$ cat src/inc/pll_divider_spread_map.vh
// register offsets, field positions and table values for the pll divider and spread slice
`ifndef PLL_DIVIDER_SPREAD_MAP_VH
`define PLL_DIVIDER_SPREAD_MAP_VH

// ************************************************************
// register offsets (serial management command codes)
// ************************************************************
`define OFS_DIV_PROG_CTRL      8'h0A
`define OFS_CPU_SPREAD_UPPER   8'h0E
`define OFS_GFX_DIVIDER_HIGH   8'h0F
`define OFS_GFX_FEEDBACK_LOW   8'h10
`define OFS_GFX_SPREAD_LOWER   8'h11
`define OFS_GFX_SPREAD_UPPER   8'h12

// ************************************************************
// field positions
// ************************************************************
`define BIT_DIV_PROG_EN        7
`define BIT_FB_DIV8            7
`define BIT_FB_DIV9            6
`define REF_DIV_MSB            5

// ************************************************************
// vco arithmetic offsets
// ************************************************************
`define FB_DIV_ADD             11'h008
`define REF_DIV_ADD            7'h02

// ************************************************************
// serial interface and power-up table
// ************************************************************
// arbitrary default slave address
`define SMB_DEV_ADDR           7'h69
`define ROM_FB_0               10'h0C0
`define ROM_REF_0              6'h0C
`define ROM_FB_1               10'h0C8
`define ROM_REF_1              6'h0C
`define ROM_FB_2               10'h0D0
`define ROM_REF_2              6'h0D
`define ROM_FB_3               10'h0D8
`define ROM_REF_3              6'h0D
`define ROM_SPREAD             15'h0000

`endif

$ cat src/hdl/pll_divider_spread_regs.v
// serial management slave and pll divider / spread configuration registers
`timescale 1ns/1ps
`include "pll_divider_spread_map.vh"

module pll_divider_spread_regs #(
  parameter [6:0] DEV_ADDR = `SMB_DEV_ADDR
) (
  input  wire        clk,                 // 40 MHz system clock
  input  wire        reset_n,             // asynchronous reset, active low
  input  wire [3:0]  rom_sel,             // frequency table select, applied on the first edge after reset
  input  wire        smb_clk,             // serial management clock
  input  wire        smb_dat_in,          // serial management data, pin level
  output wire        smb_dat_out,         // data output value, always low
  output wire        smb_dat_oe_n,        // low while pulling the data line low
  output reg  [6:0]  cpu_spread_upper,    // processor spread code bits 14..8
  output reg  [14:0] spread_code,         // graphics pll spread code
  output reg  [9:0]  gfx_fb_div,          // applied graphics feedback divider
  output reg  [5:0]  gfx_ref_div,         // applied graphics reference divider
  output reg  [10:0] gfx_vco_mult,        // feedback divider plus eight
  output reg  [6:0]  gfx_vco_div,         // reference divider plus two
  output reg         div_prog_en          // divider programming enable
);

  // ************************************************************
  // serial slave states
  // ************************************************************
  localparam [2:0] S_IDLE = 3'd0;
  localparam [2:0] S_ADDR = 3'd1;
  localparam [2:0] S_CMD  = 3'd2;
  localparam [2:0] S_CNT  = 3'd3;
  localparam [2:0] S_WR   = 3'd4;
  localparam [2:0] S_RD   = 3'd5;
  localparam [2:0] S_RACK = 3'd6;

  reg  [2:0]  state_q;
  reg  [3:0]  bit_q;
  reg  [7:0]  shift_q;
  reg  [7:0]  ptr_q;
  reg         ack_q;
  reg         drive_q;
  reg         scl_q;
  reg         sda_q;
  reg         load_q;
  reg  [9:0]  fb_div_q;
  reg  [5:0]  ref_div_q;

  wire        scl_rise = smb_clk & ~scl_q;
  wire        scl_fall = ~smb_clk & scl_q;
  wire        start_det = smb_clk & scl_q & sda_q & ~smb_dat_in;
  wire        stop_det = smb_clk & scl_q & ~sda_q & smb_dat_in;
  wire        wr_fire = (state_q == S_WR) & scl_fall & ack_q & ~start_det & ~stop_det;
  wire [7:0]  next_ptr = ptr_q + 8'h01;
  wire [15:0] rom_word;
  wire [7:0]  rd_cur;
  wire [7:0]  rd_next;

  assign smb_dat_out = 1'b0;
  assign smb_dat_oe_n = ~drive_q;

  // ************************************************************
  // read-back decode and power-up table
  // ************************************************************
  function [7:0] rd_data;
    input [7:0] ofs;
    begin
      case (ofs)
        `OFS_DIV_PROG_CTRL:    rd_data = {div_prog_en, 7'h00};
        `OFS_CPU_SPREAD_UPPER: rd_data = {1'b0, cpu_spread_upper};
        `OFS_GFX_DIVIDER_HIGH: rd_data = {fb_div_q[8], fb_div_q[9], ref_div_q};
        `OFS_GFX_FEEDBACK_LOW: rd_data = fb_div_q[7:0];
        `OFS_GFX_SPREAD_LOWER: rd_data = spread_code[7:0];
        `OFS_GFX_SPREAD_UPPER: rd_data = {1'b0, spread_code[14:8]};
        default:               rd_data = 8'h00;
      endcase
    end
  endfunction

  function [15:0] rom_entry;
    input [3:0] sel;
    begin
      case (sel)
        4'h0:    rom_entry = {`ROM_FB_0, `ROM_REF_0};
        4'h1:    rom_entry = {`ROM_FB_1, `ROM_REF_1};
        4'h2:    rom_entry = {`ROM_FB_2, `ROM_REF_2};
        default: rom_entry = {`ROM_FB_3, `ROM_REF_3};
      endcase
    end
  endfunction

  assign rom_word = rom_entry(rom_sel);
  assign rd_cur = rd_data(ptr_q);
  assign rd_next = rd_data(next_ptr);

  // ************************************************************
  // serial management slave
  // ************************************************************
  // pins are taken as synchronous, so one stage of history gives the edges
  always @(posedge clk or negedge reset_n) begin
    if (!reset_n) begin
      scl_q <= 1'b1;
      sda_q <= 1'b1;
    end else begin
      scl_q <= smb_clk;
      sda_q <= smb_dat_in;
    end
  end

  always @(posedge clk or negedge reset_n) begin
    if (!reset_n) begin
      state_q <= S_IDLE;
      bit_q <= 4'h0;
      shift_q <= 8'h00;
      ptr_q <= 8'h00;
      ack_q <= 1'b0;
      drive_q <= 1'b0;
    end else if (start_det) begin
      state_q <= S_ADDR;
      bit_q <= 4'h0;
      ack_q <= 1'b0;
      drive_q <= 1'b0;
    end else if (stop_det) begin
      state_q <= S_IDLE;
      ack_q <= 1'b0;
      drive_q <= 1'b0;
    end else begin
      case (state_q)
        S_ADDR, S_CMD, S_CNT, S_WR: begin
          if (scl_rise && !ack_q && bit_q != 4'h8) begin
            shift_q <= {shift_q[6:0], smb_dat_in};
            bit_q <= bit_q + 4'h1;
          end else if (scl_fall && !ack_q && bit_q == 4'h8) begin
            if (state_q != S_ADDR || shift_q[7:1] == DEV_ADDR) begin
              ack_q <= 1'b1;
              drive_q <= 1'b1;
            end else begin
              state_q <= S_IDLE;
            end
          end else if (scl_fall && ack_q) begin
            ack_q <= 1'b0;
            bit_q <= 4'h0;
            drive_q <= 1'b0;
            case (state_q)
              S_ADDR: begin
                if (shift_q[0]) begin
                  state_q <= S_RD;
                  shift_q <= rd_cur;
                  drive_q <= ~rd_cur[7];
                end else begin
                  state_q <= S_CMD;
                end
              end
              S_CMD: begin
                ptr_q <= shift_q;
                state_q <= S_CNT;
              end
              // byte count is taken but not enforced; bytes run until stop
              S_CNT: state_q <= S_WR;
              default: ptr_q <= next_ptr;
            endcase
          end
        end
        S_RD: begin
          if (scl_rise) begin
            bit_q <= bit_q + 4'h1;
          end else if (scl_fall && bit_q == 4'h8) begin
            drive_q <= 1'b0;
            state_q <= S_RACK;
          end else if (scl_fall && bit_q != 4'h0) begin
            shift_q <= {shift_q[6:0], 1'b0};
            drive_q <= ~shift_q[6];
          end
        end
        S_RACK: begin
          if (scl_rise) begin
            if (smb_dat_in) begin
              state_q <= S_IDLE;
            end else begin
              bit_q <= 4'h9;
            end
          end else if (scl_fall && bit_q == 4'h9) begin
            ptr_q <= next_ptr;
            shift_q <= rd_next;
            drive_q <= ~rd_next[7];
            bit_q <= 4'h0;
            state_q <= S_RD;
          end
        end
        default: state_q <= S_IDLE;
      endcase
    end
  end

  // ************************************************************
  // configuration registers
  // ************************************************************
  // reset takes constants only; the table entry is loaded on the first edge after release
  always @(posedge clk or negedge reset_n) begin
    if (!reset_n) begin
      load_q <= 1'b1;
      div_prog_en <= 1'b0;
      cpu_spread_upper <= 7'h00;
      spread_code <= 15'h0000;
      fb_div_q <= 10'h000;
      ref_div_q <= 6'h00;
    end else if (load_q) begin
      load_q <= 1'b0;
      fb_div_q <= rom_word[15:6];
      ref_div_q <= rom_word[5:0];
      spread_code <= `ROM_SPREAD;
    end else if (wr_fire) begin
      case (ptr_q)
        `OFS_DIV_PROG_CTRL:    div_prog_en <= shift_q[`BIT_DIV_PROG_EN];
        `OFS_CPU_SPREAD_UPPER: cpu_spread_upper <= shift_q[6:0];
        `OFS_GFX_DIVIDER_HIGH: begin
          fb_div_q[8] <= shift_q[`BIT_FB_DIV8];
          fb_div_q[9] <= shift_q[`BIT_FB_DIV9];
          ref_div_q <= shift_q[`REF_DIV_MSB:0];
        end
        `OFS_GFX_FEEDBACK_LOW: fb_div_q[7:0] <= shift_q;
        `OFS_GFX_SPREAD_LOWER: spread_code[7:0] <= shift_q;
        `OFS_GFX_SPREAD_UPPER: spread_code[14:8] <= shift_q[6:0];
        default: load_q <= 1'b0;
      endcase
    end
  end

  // ************************************************************
  // applied dividers and vco ratio
  // ************************************************************
  // the pll only sees divider edits while programming is enabled, so a half-written
  // pair of bytes never reaches it when the host clears the enable first
  always @(posedge clk or negedge reset_n) begin
    if (!reset_n) begin
      gfx_fb_div <= 10'h000;
      gfx_ref_div <= 6'h00;
      gfx_vco_mult <= `FB_DIV_ADD;
      gfx_vco_div <= `REF_DIV_ADD;
    end else begin
      if (load_q) begin
        gfx_fb_div <= rom_word[15:6];
        gfx_ref_div <= rom_word[5:0];
      end else if (div_prog_en) begin
        gfx_fb_div <= fb_div_q;
        gfx_ref_div <= ref_div_q;
      end
      gfx_vco_mult <= {1'b0, gfx_fb_div} + `FB_DIV_ADD;
      gfx_vco_div <= {1'b0, gfx_ref_div} + `REF_DIV_ADD;
    end
  end

endmodule // pll_divider_spread_regs

$ cat config.mk
export PLATFORM = sky130hd
export DESIGN_NAME = pll_divider_spread_regs
export DESIGN_NICKNAME = d
export VERILOG_FILES = /design/src/hdl/pll_divider_spread_regs.v
export VERILOG_INCLUDE_DIRS = /design/src /design/src/inc
export SDC_FILE = /design/constraint.sdc
export NUM_CORES = 1
export LEC_CHECK = 0
export ABC_AREA = 1
export BUFFER_PORTS_ARGS = -buffer_cell sky130_fd_sc_hd__buf_4
export CAP_MARGIN = 20
export CORE_MARGIN = 2
export CORE_UTILIZATION = 54
export CTS_CLUSTER_SIZE = 20
export DETAILED_ROUTE_END_ITERATION = 6
export GPL_TIMING_DRIVEN = 0
export PLACE_DENSITY = 0.77
export SLEW_MARGIN = 10
export SYNTH_ARGS = -nofsm -noshare
export SYNTH_HDL_FRONTEND = slang
export SYNTH_SLANG_ARGS = --single-unit
$ cat constraint.sdc
create_clock -name clk -period 1.75 [get_ports clk]
set_input_delay 0.0875 -clock clk [delete_from_list [all_inputs] [get_ports clk]]
set_output_delay 0.0875 -clock clk [all_outputs]
set_load 0.005 [all_outputs]
# [Word level (Yosys, flattened, before mapping)]
# Index checks and enable logic that the tools add are counted.
[op_classes] addsub=4 n_mul=0 div=0 n_lt_le_gt_ge=0 n_eq_ne=58 n_shift=0 n_mux=80 bitwise_logic=22 reduce_logical=39
[op_table] op="two-way mux 8 bit" count=17
[op_table] op="case mux 8 bit (6 select lines)" count=2
[op_table] op="equality test 8 x 4 -> 1 bit, second input constant" count=6
[op_table] op="equality test 8 x 5 -> 1 bit, second input constant" count=6
[op_table] op="two-way mux 10 bit" count=4
[op_table] op="!= test 4 bit, second input constant" count=10
[op_table] op="two-way mux 3 bit" count=12
[op_table] op="two-way mux 4 bit" count=9
[op_table] op="case mux 11 bit (3 select lines)" count=1
[op_table] op="case mux 8 bit (2 select lines)" count=2
[op_table] op="two-way mux 15 bit" count=2
[op_table] op="two-way mux 6 bit" count=5
[op_table] op="!= test 5 bit, second input constant" count=6
[op_table] op="case mux 8 bit (3 select lines)" count=1
[op_table] op="!= test 2 bit, second input constant" count=10
[op_table] op="two-way mux 1 bit" count=19
[op_table] op="!= test 3 bit, second input constant" count=6
[op_table] op="case mux 3 bit (3 select lines)" count=2
[op_table] op="AND reduction 8 bit" count=2
[op_table] op="nonzero test 2 bit" count=7
[op_table] op="case mux 4 bit (3 select lines)" count=1
[op_table] op="AND reduction 12 bit" count=1
[op_table] op="nonzero test 4 bit" count=3
[op_table] op="adder 10 x 4 -> 11 bit, second input constant" count=1
[op_table] op="32 further kinds" count=68
[word_totals] reg_bits=101 latchBits=0 ram_bits=0 rom_bits=0 in_bits=8 output_inout_bits=59 wordCells=224 n_memories=0

# [Longest topological paths before layout]
[depth] depth_word=11 mapped_depth=15 depth_no_buf=14

# [Least setup slack after synthesis]
# Ideal clock, no wire load.
[synth_path] path_kind="flip-flop to flip-flop" startpoint="register bit_q[0]" endpoint="register shift_q[7]" setup_time_ns=0.124 arrival_ns=1.745 required_ns=1.626 slack_ns=-0.118 path_stages_with_launch=12 n_path_buf=0 period_less_slack_ns=1.868 cell_sequence="dfrtp_1 inv_1 ha_1 nand3_2 nand3_1 nand2_1 a21oi_1 nor2_4 and2_4 nand2_2 nand2_1 a21boi_1"
[synth_between] elab_chain_cells=4 elab_cells_between_ends=19 cone_classes="eq/ne: 10; mux: 2; reduce/logical: 7"
[synth_lines] element="start: declaration" line_no="pll_divider_spread_regs.v:36" text="reg [3:0] bit_q;"
[synth_lines] element="start signal: assignment" line_no="pll_divider_spread_regs.v:130" text="bit_q <= bit_q + 4'h1;"
[synth_lines] element="start signal: assignment" line_no="pll_divider_spread_regs.v:164" text="bit_q <= bit_q + 4'h1;"
[synth_lines] element="!= test 4 bit (tied with other cells)" line_no="pll_divider_spread_regs.v:128" text="if (scl_rise && !ack_q && bit_q != 4'h8) begin"
[synth_lines] element="logical AND 1 bit (on tied branches)"
[synth_lines] element="!= test 3 bit (no source line) (tied with other cells)"
[synth_lines] element="AND reduction 12 bit (no source line) or case mux 8 bit (3 select lines) (tied branches)"
[synth_lines] element="end signal: assignment" line_no="pll_divider_spread_regs.v:129" text="shift_q <= {shift_q[6:0], smb_dat_in};"
[synth_lines] element="end signal: assignment" line_no="pll_divider_spread_regs.v:146" text="shift_q <= rd_cur;"
[synth_lines] element="end signal: assignment" line_no="pll_divider_spread_regs.v:169" text="shift_q <= {shift_q[6:0], 1'b0};"
[synth_lines] element="end: declaration" line_no="pll_divider_spread_regs.v:37" text="reg [7:0] shift_q;"
# Several ways; a longest one is shown, not always the timed one.
# A chain may end at the register's enable or synchronous reset.

# [Worst setup path after layout]
[layout_path] startpoint="register ptr_q[1]" endpoint="register shift_q[5]"
[layout_between] elab_chain_cells=8 elab_cells_between_ends=23 cone_classes="add/sub: 1; eq/ne: 12; mux: 10"
[layout_lines] element="start: declaration" line_no="pll_divider_spread_regs.v:38" text="reg [7:0] ptr_q;"
[layout_lines] element="start signal: assignment" line_no="pll_divider_spread_regs.v:153" text="ptr_q <= shift_q;"
[layout_lines] element="start signal: assignment" line_no="pll_divider_spread_regs.v:158" text="default: ptr_q <= next_ptr;"
[layout_lines] element="start signal: assignment" line_no="pll_divider_spread_regs.v:181" text="ptr_q <= next_ptr;"
[layout_lines] element="branches (longest 7 deep; another with adder 8 x 1 -> 8 bit)"
[layout_lines] element="case mux 8 bit (3 select lines) *" line_no="pll_divider_spread_regs.v:126" text="case (state_q)"
# Every way passes the cells marked *. The select of a mux whose other input is x is not followed.

==> results.sh <==
export IMPL_fmax_mhz=490
export IMPL_share_of_the_clock_period_used_by_the_worst_path_pct=117
export IMPL_synth_largest_type_area_fraction_pct=39.7
export IMPL_critPathCaptureType="register"
export IMPL_boundaryPins=67
export IMPL_gp_congestion=1.01
export IMPL_failed_checks="setup timing"
export IMPL_met2_usage_pct=53.9
export IMPL_place_hpwl_um=14200
export IMPL_drt_pass1_iter_count=7
export IMPL_fp_row_count=38
export IMPL_antenna_violating_nets_post_route=0
export IMPL_drc=0
export IMPL_chipWidth_um=110
export IMPL_die_area_mm2=0.0121
export IMPL_worst_ep_required_time_ps=2090
export IMPL_grt_ovfl_total=0
export IMPL_grt_setup_unrepaired="true"
export IMPL_clk_latency_ps=410
export IMPL_grt_use_total_pct=34.3
export IMPL_gr_usage_met3_pct=4.03
export IMPL_route_detailed_wl_per_inst_um=17.9
export IMPL_cap_violations=0
export IMPL_antenna_found_initial=0
export IMPL_critical_path_startpoint_type="register"
export IMPL_cts_num_sinks=101
export IMPL_synth_seq_cells=101
export IMPL_cts_path_max_buffers=2
export IMPL_setup_violations_final=19
export IMPL_setup_tns_final_ps=-3180
export IMPL_syn_instance_count=828
export IMPL_nFillCells=873
export IMPL_min_from="rom_sel[2]"
export IMPL_number_of_global_route_vias_before_repair=5880
export IMPL_netlist_top_cell_by_area="sky130_fd_sc_hd__dfrtp_1"
export IMPL_status="finished with violations"
export IMPL_worst_setup_path_type="reg2reg"
export IMPL_worst_slew_pin_transition_ps=658
export IMPL_crit_fanout=5
export IMPL_worst_r2r_startpoint="ptr_q[1]"
export IMPL_crit_slowest_cell="sky130_fd_sc_hd__dfrtp_2"
export IMPL_synthesis_area_mm2=0.00606
export IMPL_design_power_total_w=0.0101
export IMPL_die_height_um=110
export IMPL_cts_reportedPaths_clkPinSlew_ps=110
export IMPL_fp_coreArea_mm2=0.0109
export IMPL_n_antenna_cell=0
export IMPL_first_pass_grt_wire_length_um=31300
export IMPL_floorplan_initialDensity_pct=55.6
export IMPL_report_final_slew_viol_count=0
export IMPL_grt_busiest_layer="met2"
export IMPL_cts_root_buffer="sky130_fd_sc_hd__clkbuf_8"
export IMPL_timing_hold_worst_class="in2reg"
export IMPL_layout_nets=978
export IMPL_dr_total_vias=6314
export IMPL_worst_ep_arrival_time_ps=2380
export IMPL_cts_htree_levels=3
export IMPL_peakVddDrop_mv=0.852
export IMPL_finalWorstSetupSlack_ps=-290
export IMPL_synth_area_top_cells="sky130_fd_sc_hd__dfrtp_1, sky130_fd_sc_hd__nand2_1, sky130_fd_sc_hd__inv_1"
export IMPL_syn_avg_cell_area_um2=7.31
export IMPL_tritoncts="done"
export IMPL_yosysWarnings=0
export IMPL_worstSetupStartpoint="ptr_q[1]"
export IMPL_placement_setup_worst_slack_ps=-563
export IMPL_worstPathCellList="ha_4 > nand3_4 > nor2_2 > nand2_1 > nand2_2 > nand2_4 > nor2_4 > nand2_1 > o21ai_1 > inv_1 > nand2_1 > nand2_1 > a21oi_2"
export IMPL_leakagePower_nw=3.92
export IMPL_initialDrtViolationCount=633
export IMPL_critical_path_top_cell_by_count="sky130_fd_sc_hd__nand2_1"
export IMPL_netlist_cell_type_count=45
export IMPL_area_growth_pct=32.7
export IMPL_largest_net_degree_at_the_start_of_global_routing=55
export IMPL_finalCriticalPeriod_ps=2040
export IMPL_finClkSkew_ps=17.8
export IMPL_drt_total_wl_um=19800
export IMPL_io_buffer_count=65
export IMPL_yosysSeqAreaShare_pct=41.8
export IMPL_critical_path_max_stage_delay_ps=440
export IMPL_hold_viol=0
export IMPL_global_route_usage_met1_pct=48.6
export IMPL_layout_drive_gt1_share_pct=30.9
export IMPL_power_density_mw_per_mm2=1260
export IMPL_timing_hold_ws_ps=52.1
export IMPL_via_per_inst=5.71
export IMPL_slew_headroom_pct=56.1
export IMPL_cts_inserted_buffers=9
[cell usage after synthesis (all sizes together)]
master,number
dfrtp,96
conb,1
a211oi,4
and2,1
o31ai,2
inv,125
buf,8
a21boi,2
nand4,8
o221ai,2
o41ai,1
clkbuf,11
o22ai,2
xnor2,2
xor2,10
clkinv,2
nand2,220
nand3,74
nor4,2
ha,10
dfstp,5
a31oi,1
a221oi,1
o211ai,13
a22oi,2
a21oi,31
nor3,13
nor2,95
o21ai,84
[sequential cells by signal, summed over array words and instances (netlist names)]
name              cells
ack_q                 1
bit_q                 4
cpu_spread_upper      7
div_prog_en           1
drive_q               1
fb_div_q             10
gfx_fb_div           10
gfx_ref_div           6
gfx_vco_div           7
gfx_vco_mult         11
load_q                1
ptr_q                 8
ref_div_q             6
scl_q                 1
sda_q                 1
shift_q               8
spread_code          15
state_q               3
[layer usage]
layer  routed length [um]  vias up
met3                 1610       65
met4                  770        0
met5                    0        -
met2                 9010      353
met1                 8410     2972
li1                     -     2924
[kinds of logic after synthesis]
group	Yosys count	share of synthesized area [%]
xor+xnor	12	1.74
fa+ha+maj	10	2.07
flops	101	41.8
buf+inv	146	9.65
simple gates	413	31.1
other cells	1	0.0619
compound gates	145	13.5
[path summary, 6_finish.rpt]
check / slack (ps) / to / depth (start not counted)
min reg2reg: 430 / gfx_vco_mult[2] / 0
max in group asynchronous: 750 / scl_q / 3
min in group asynchronous: 250 / gfx_vco_mult[4] / 2
max: -290 / shift_q[5] / 13
max reg2reg: -290 / shift_q[5] / 13
min: 50 / gfx_fb_div[3] / 5
[cells in the final DEF, fill, tap and decap left out, types with 4 or more instances in the layout]
cell type                       Yosys  layout
sky130_fd_sc_hd__ha_4               0       4
sky130_fd_sc_hd__buf_4              3     109
sky130_fd_sc_hd__nand3_2            5      10
sky130_fd_sc_hd__buf_12             0       4
sky130_fd_sc_hd__dfstp_2            5       5
sky130_fd_sc_hd__nand2_4            1       9
sky130_fd_sc_hd__inv_2              6      17
sky130_fd_sc_hd__dfrtp_2            0       4
sky130_fd_sc_hd__clkbuf_8           0      10
sky130_fd_sc_hd__nand2_2            7      21
sky130_fd_sc_hd__ha_1              10       5
sky130_fd_sc_hd__o21ai_1            7      31
sky130_fd_sc_hd__a21oi_1           31      21
sky130_fd_sc_hd__dfrtp_1           96      92
sky130_fd_sc_hd__nor2_4             5      22
sky130_fd_sc_hd__inv_4              0       7
sky130_fd_sc_hd__nor2_1            79      63
sky130_fd_sc_hd__nand3_1           66      54
sky130_fd_sc_hd__nand3_4            3      10
sky130_fd_sc_hd__inv_1            119     100
sky130_fd_sc_hd__nor3_1            11       8
sky130_fd_sc_hd__inv_6              0       4
sky130_fd_sc_hd__a21oi_2            0       8
sky130_fd_sc_hd__o211ai_1          13      13
sky130_fd_sc_hd__buf_6              3       9
sky130_fd_sc_hd__xor2_1            10       9
sky130_fd_sc_hd__o21ai_0           76      48
sky130_fd_sc_hd__nand4_1            8       8
sky130_fd_sc_hd__nor2_2             9       9
sky130_fd_sc_hd__dlygate4sd3_1      0       4
sky130_fd_sc_hd__nand2_1          212     190
[report_power, final]
part	leakage [nW]	internal, W	total [W]	switching (W)
sequential	1.26	0.00274	0.00330	0.000559
clock	0.0974	0.000564	0.00153	0.000969
combinational	2.56	0.00200	0.00527	0.00328
total	3.92	0.00530	0.0101	0.00480
[area by class of cell]
type / instances / area [um2] / area share (%)
Timing Repair Buffer: 120 / 1000 / 12.4
Multi-Input combinational cell: 583 / 3470 / 43.2
Inverter: 127 / 500 / 6.23
Buffer: 18 / 156 / 1.95
Tap cell: 140 / 175 / 2.18
Clock buffer: 9 / 124 / 1.54
Clock inverter: 7 / 72.6 / 0.903
Sequential cell: 101 / 2540 / 31.6
[repair_timing]
item,CTS,global route
cloned,2,1
hold endpoints to repair,48,0
setup buffers,37,11
pin swaps,33,25
setup endpoints to repair,75,70
gates resized for setup,126,66
hold buffers,4,0
[critical path, delay by kind of cell (launching register included)]
family          cells  cell delay, ps
simple gates        9            1000
flops               1             440
compound gates      2             270
fa+ha+maj           1             210
buf+inv             1              60
[metrics by stage]
step	util (%)	area [um2]	instances
6_report	73.8	8040	1105
5_1_grt	73.8	8040	1105
4_1_cts	71.6	7790	1093
3_5_place_dp	62.7	6820	1035
3_3_place_gp	62.4	6800	1034
2_1_floorplan	-	6130	829
(Power assumes the default switching activity.)
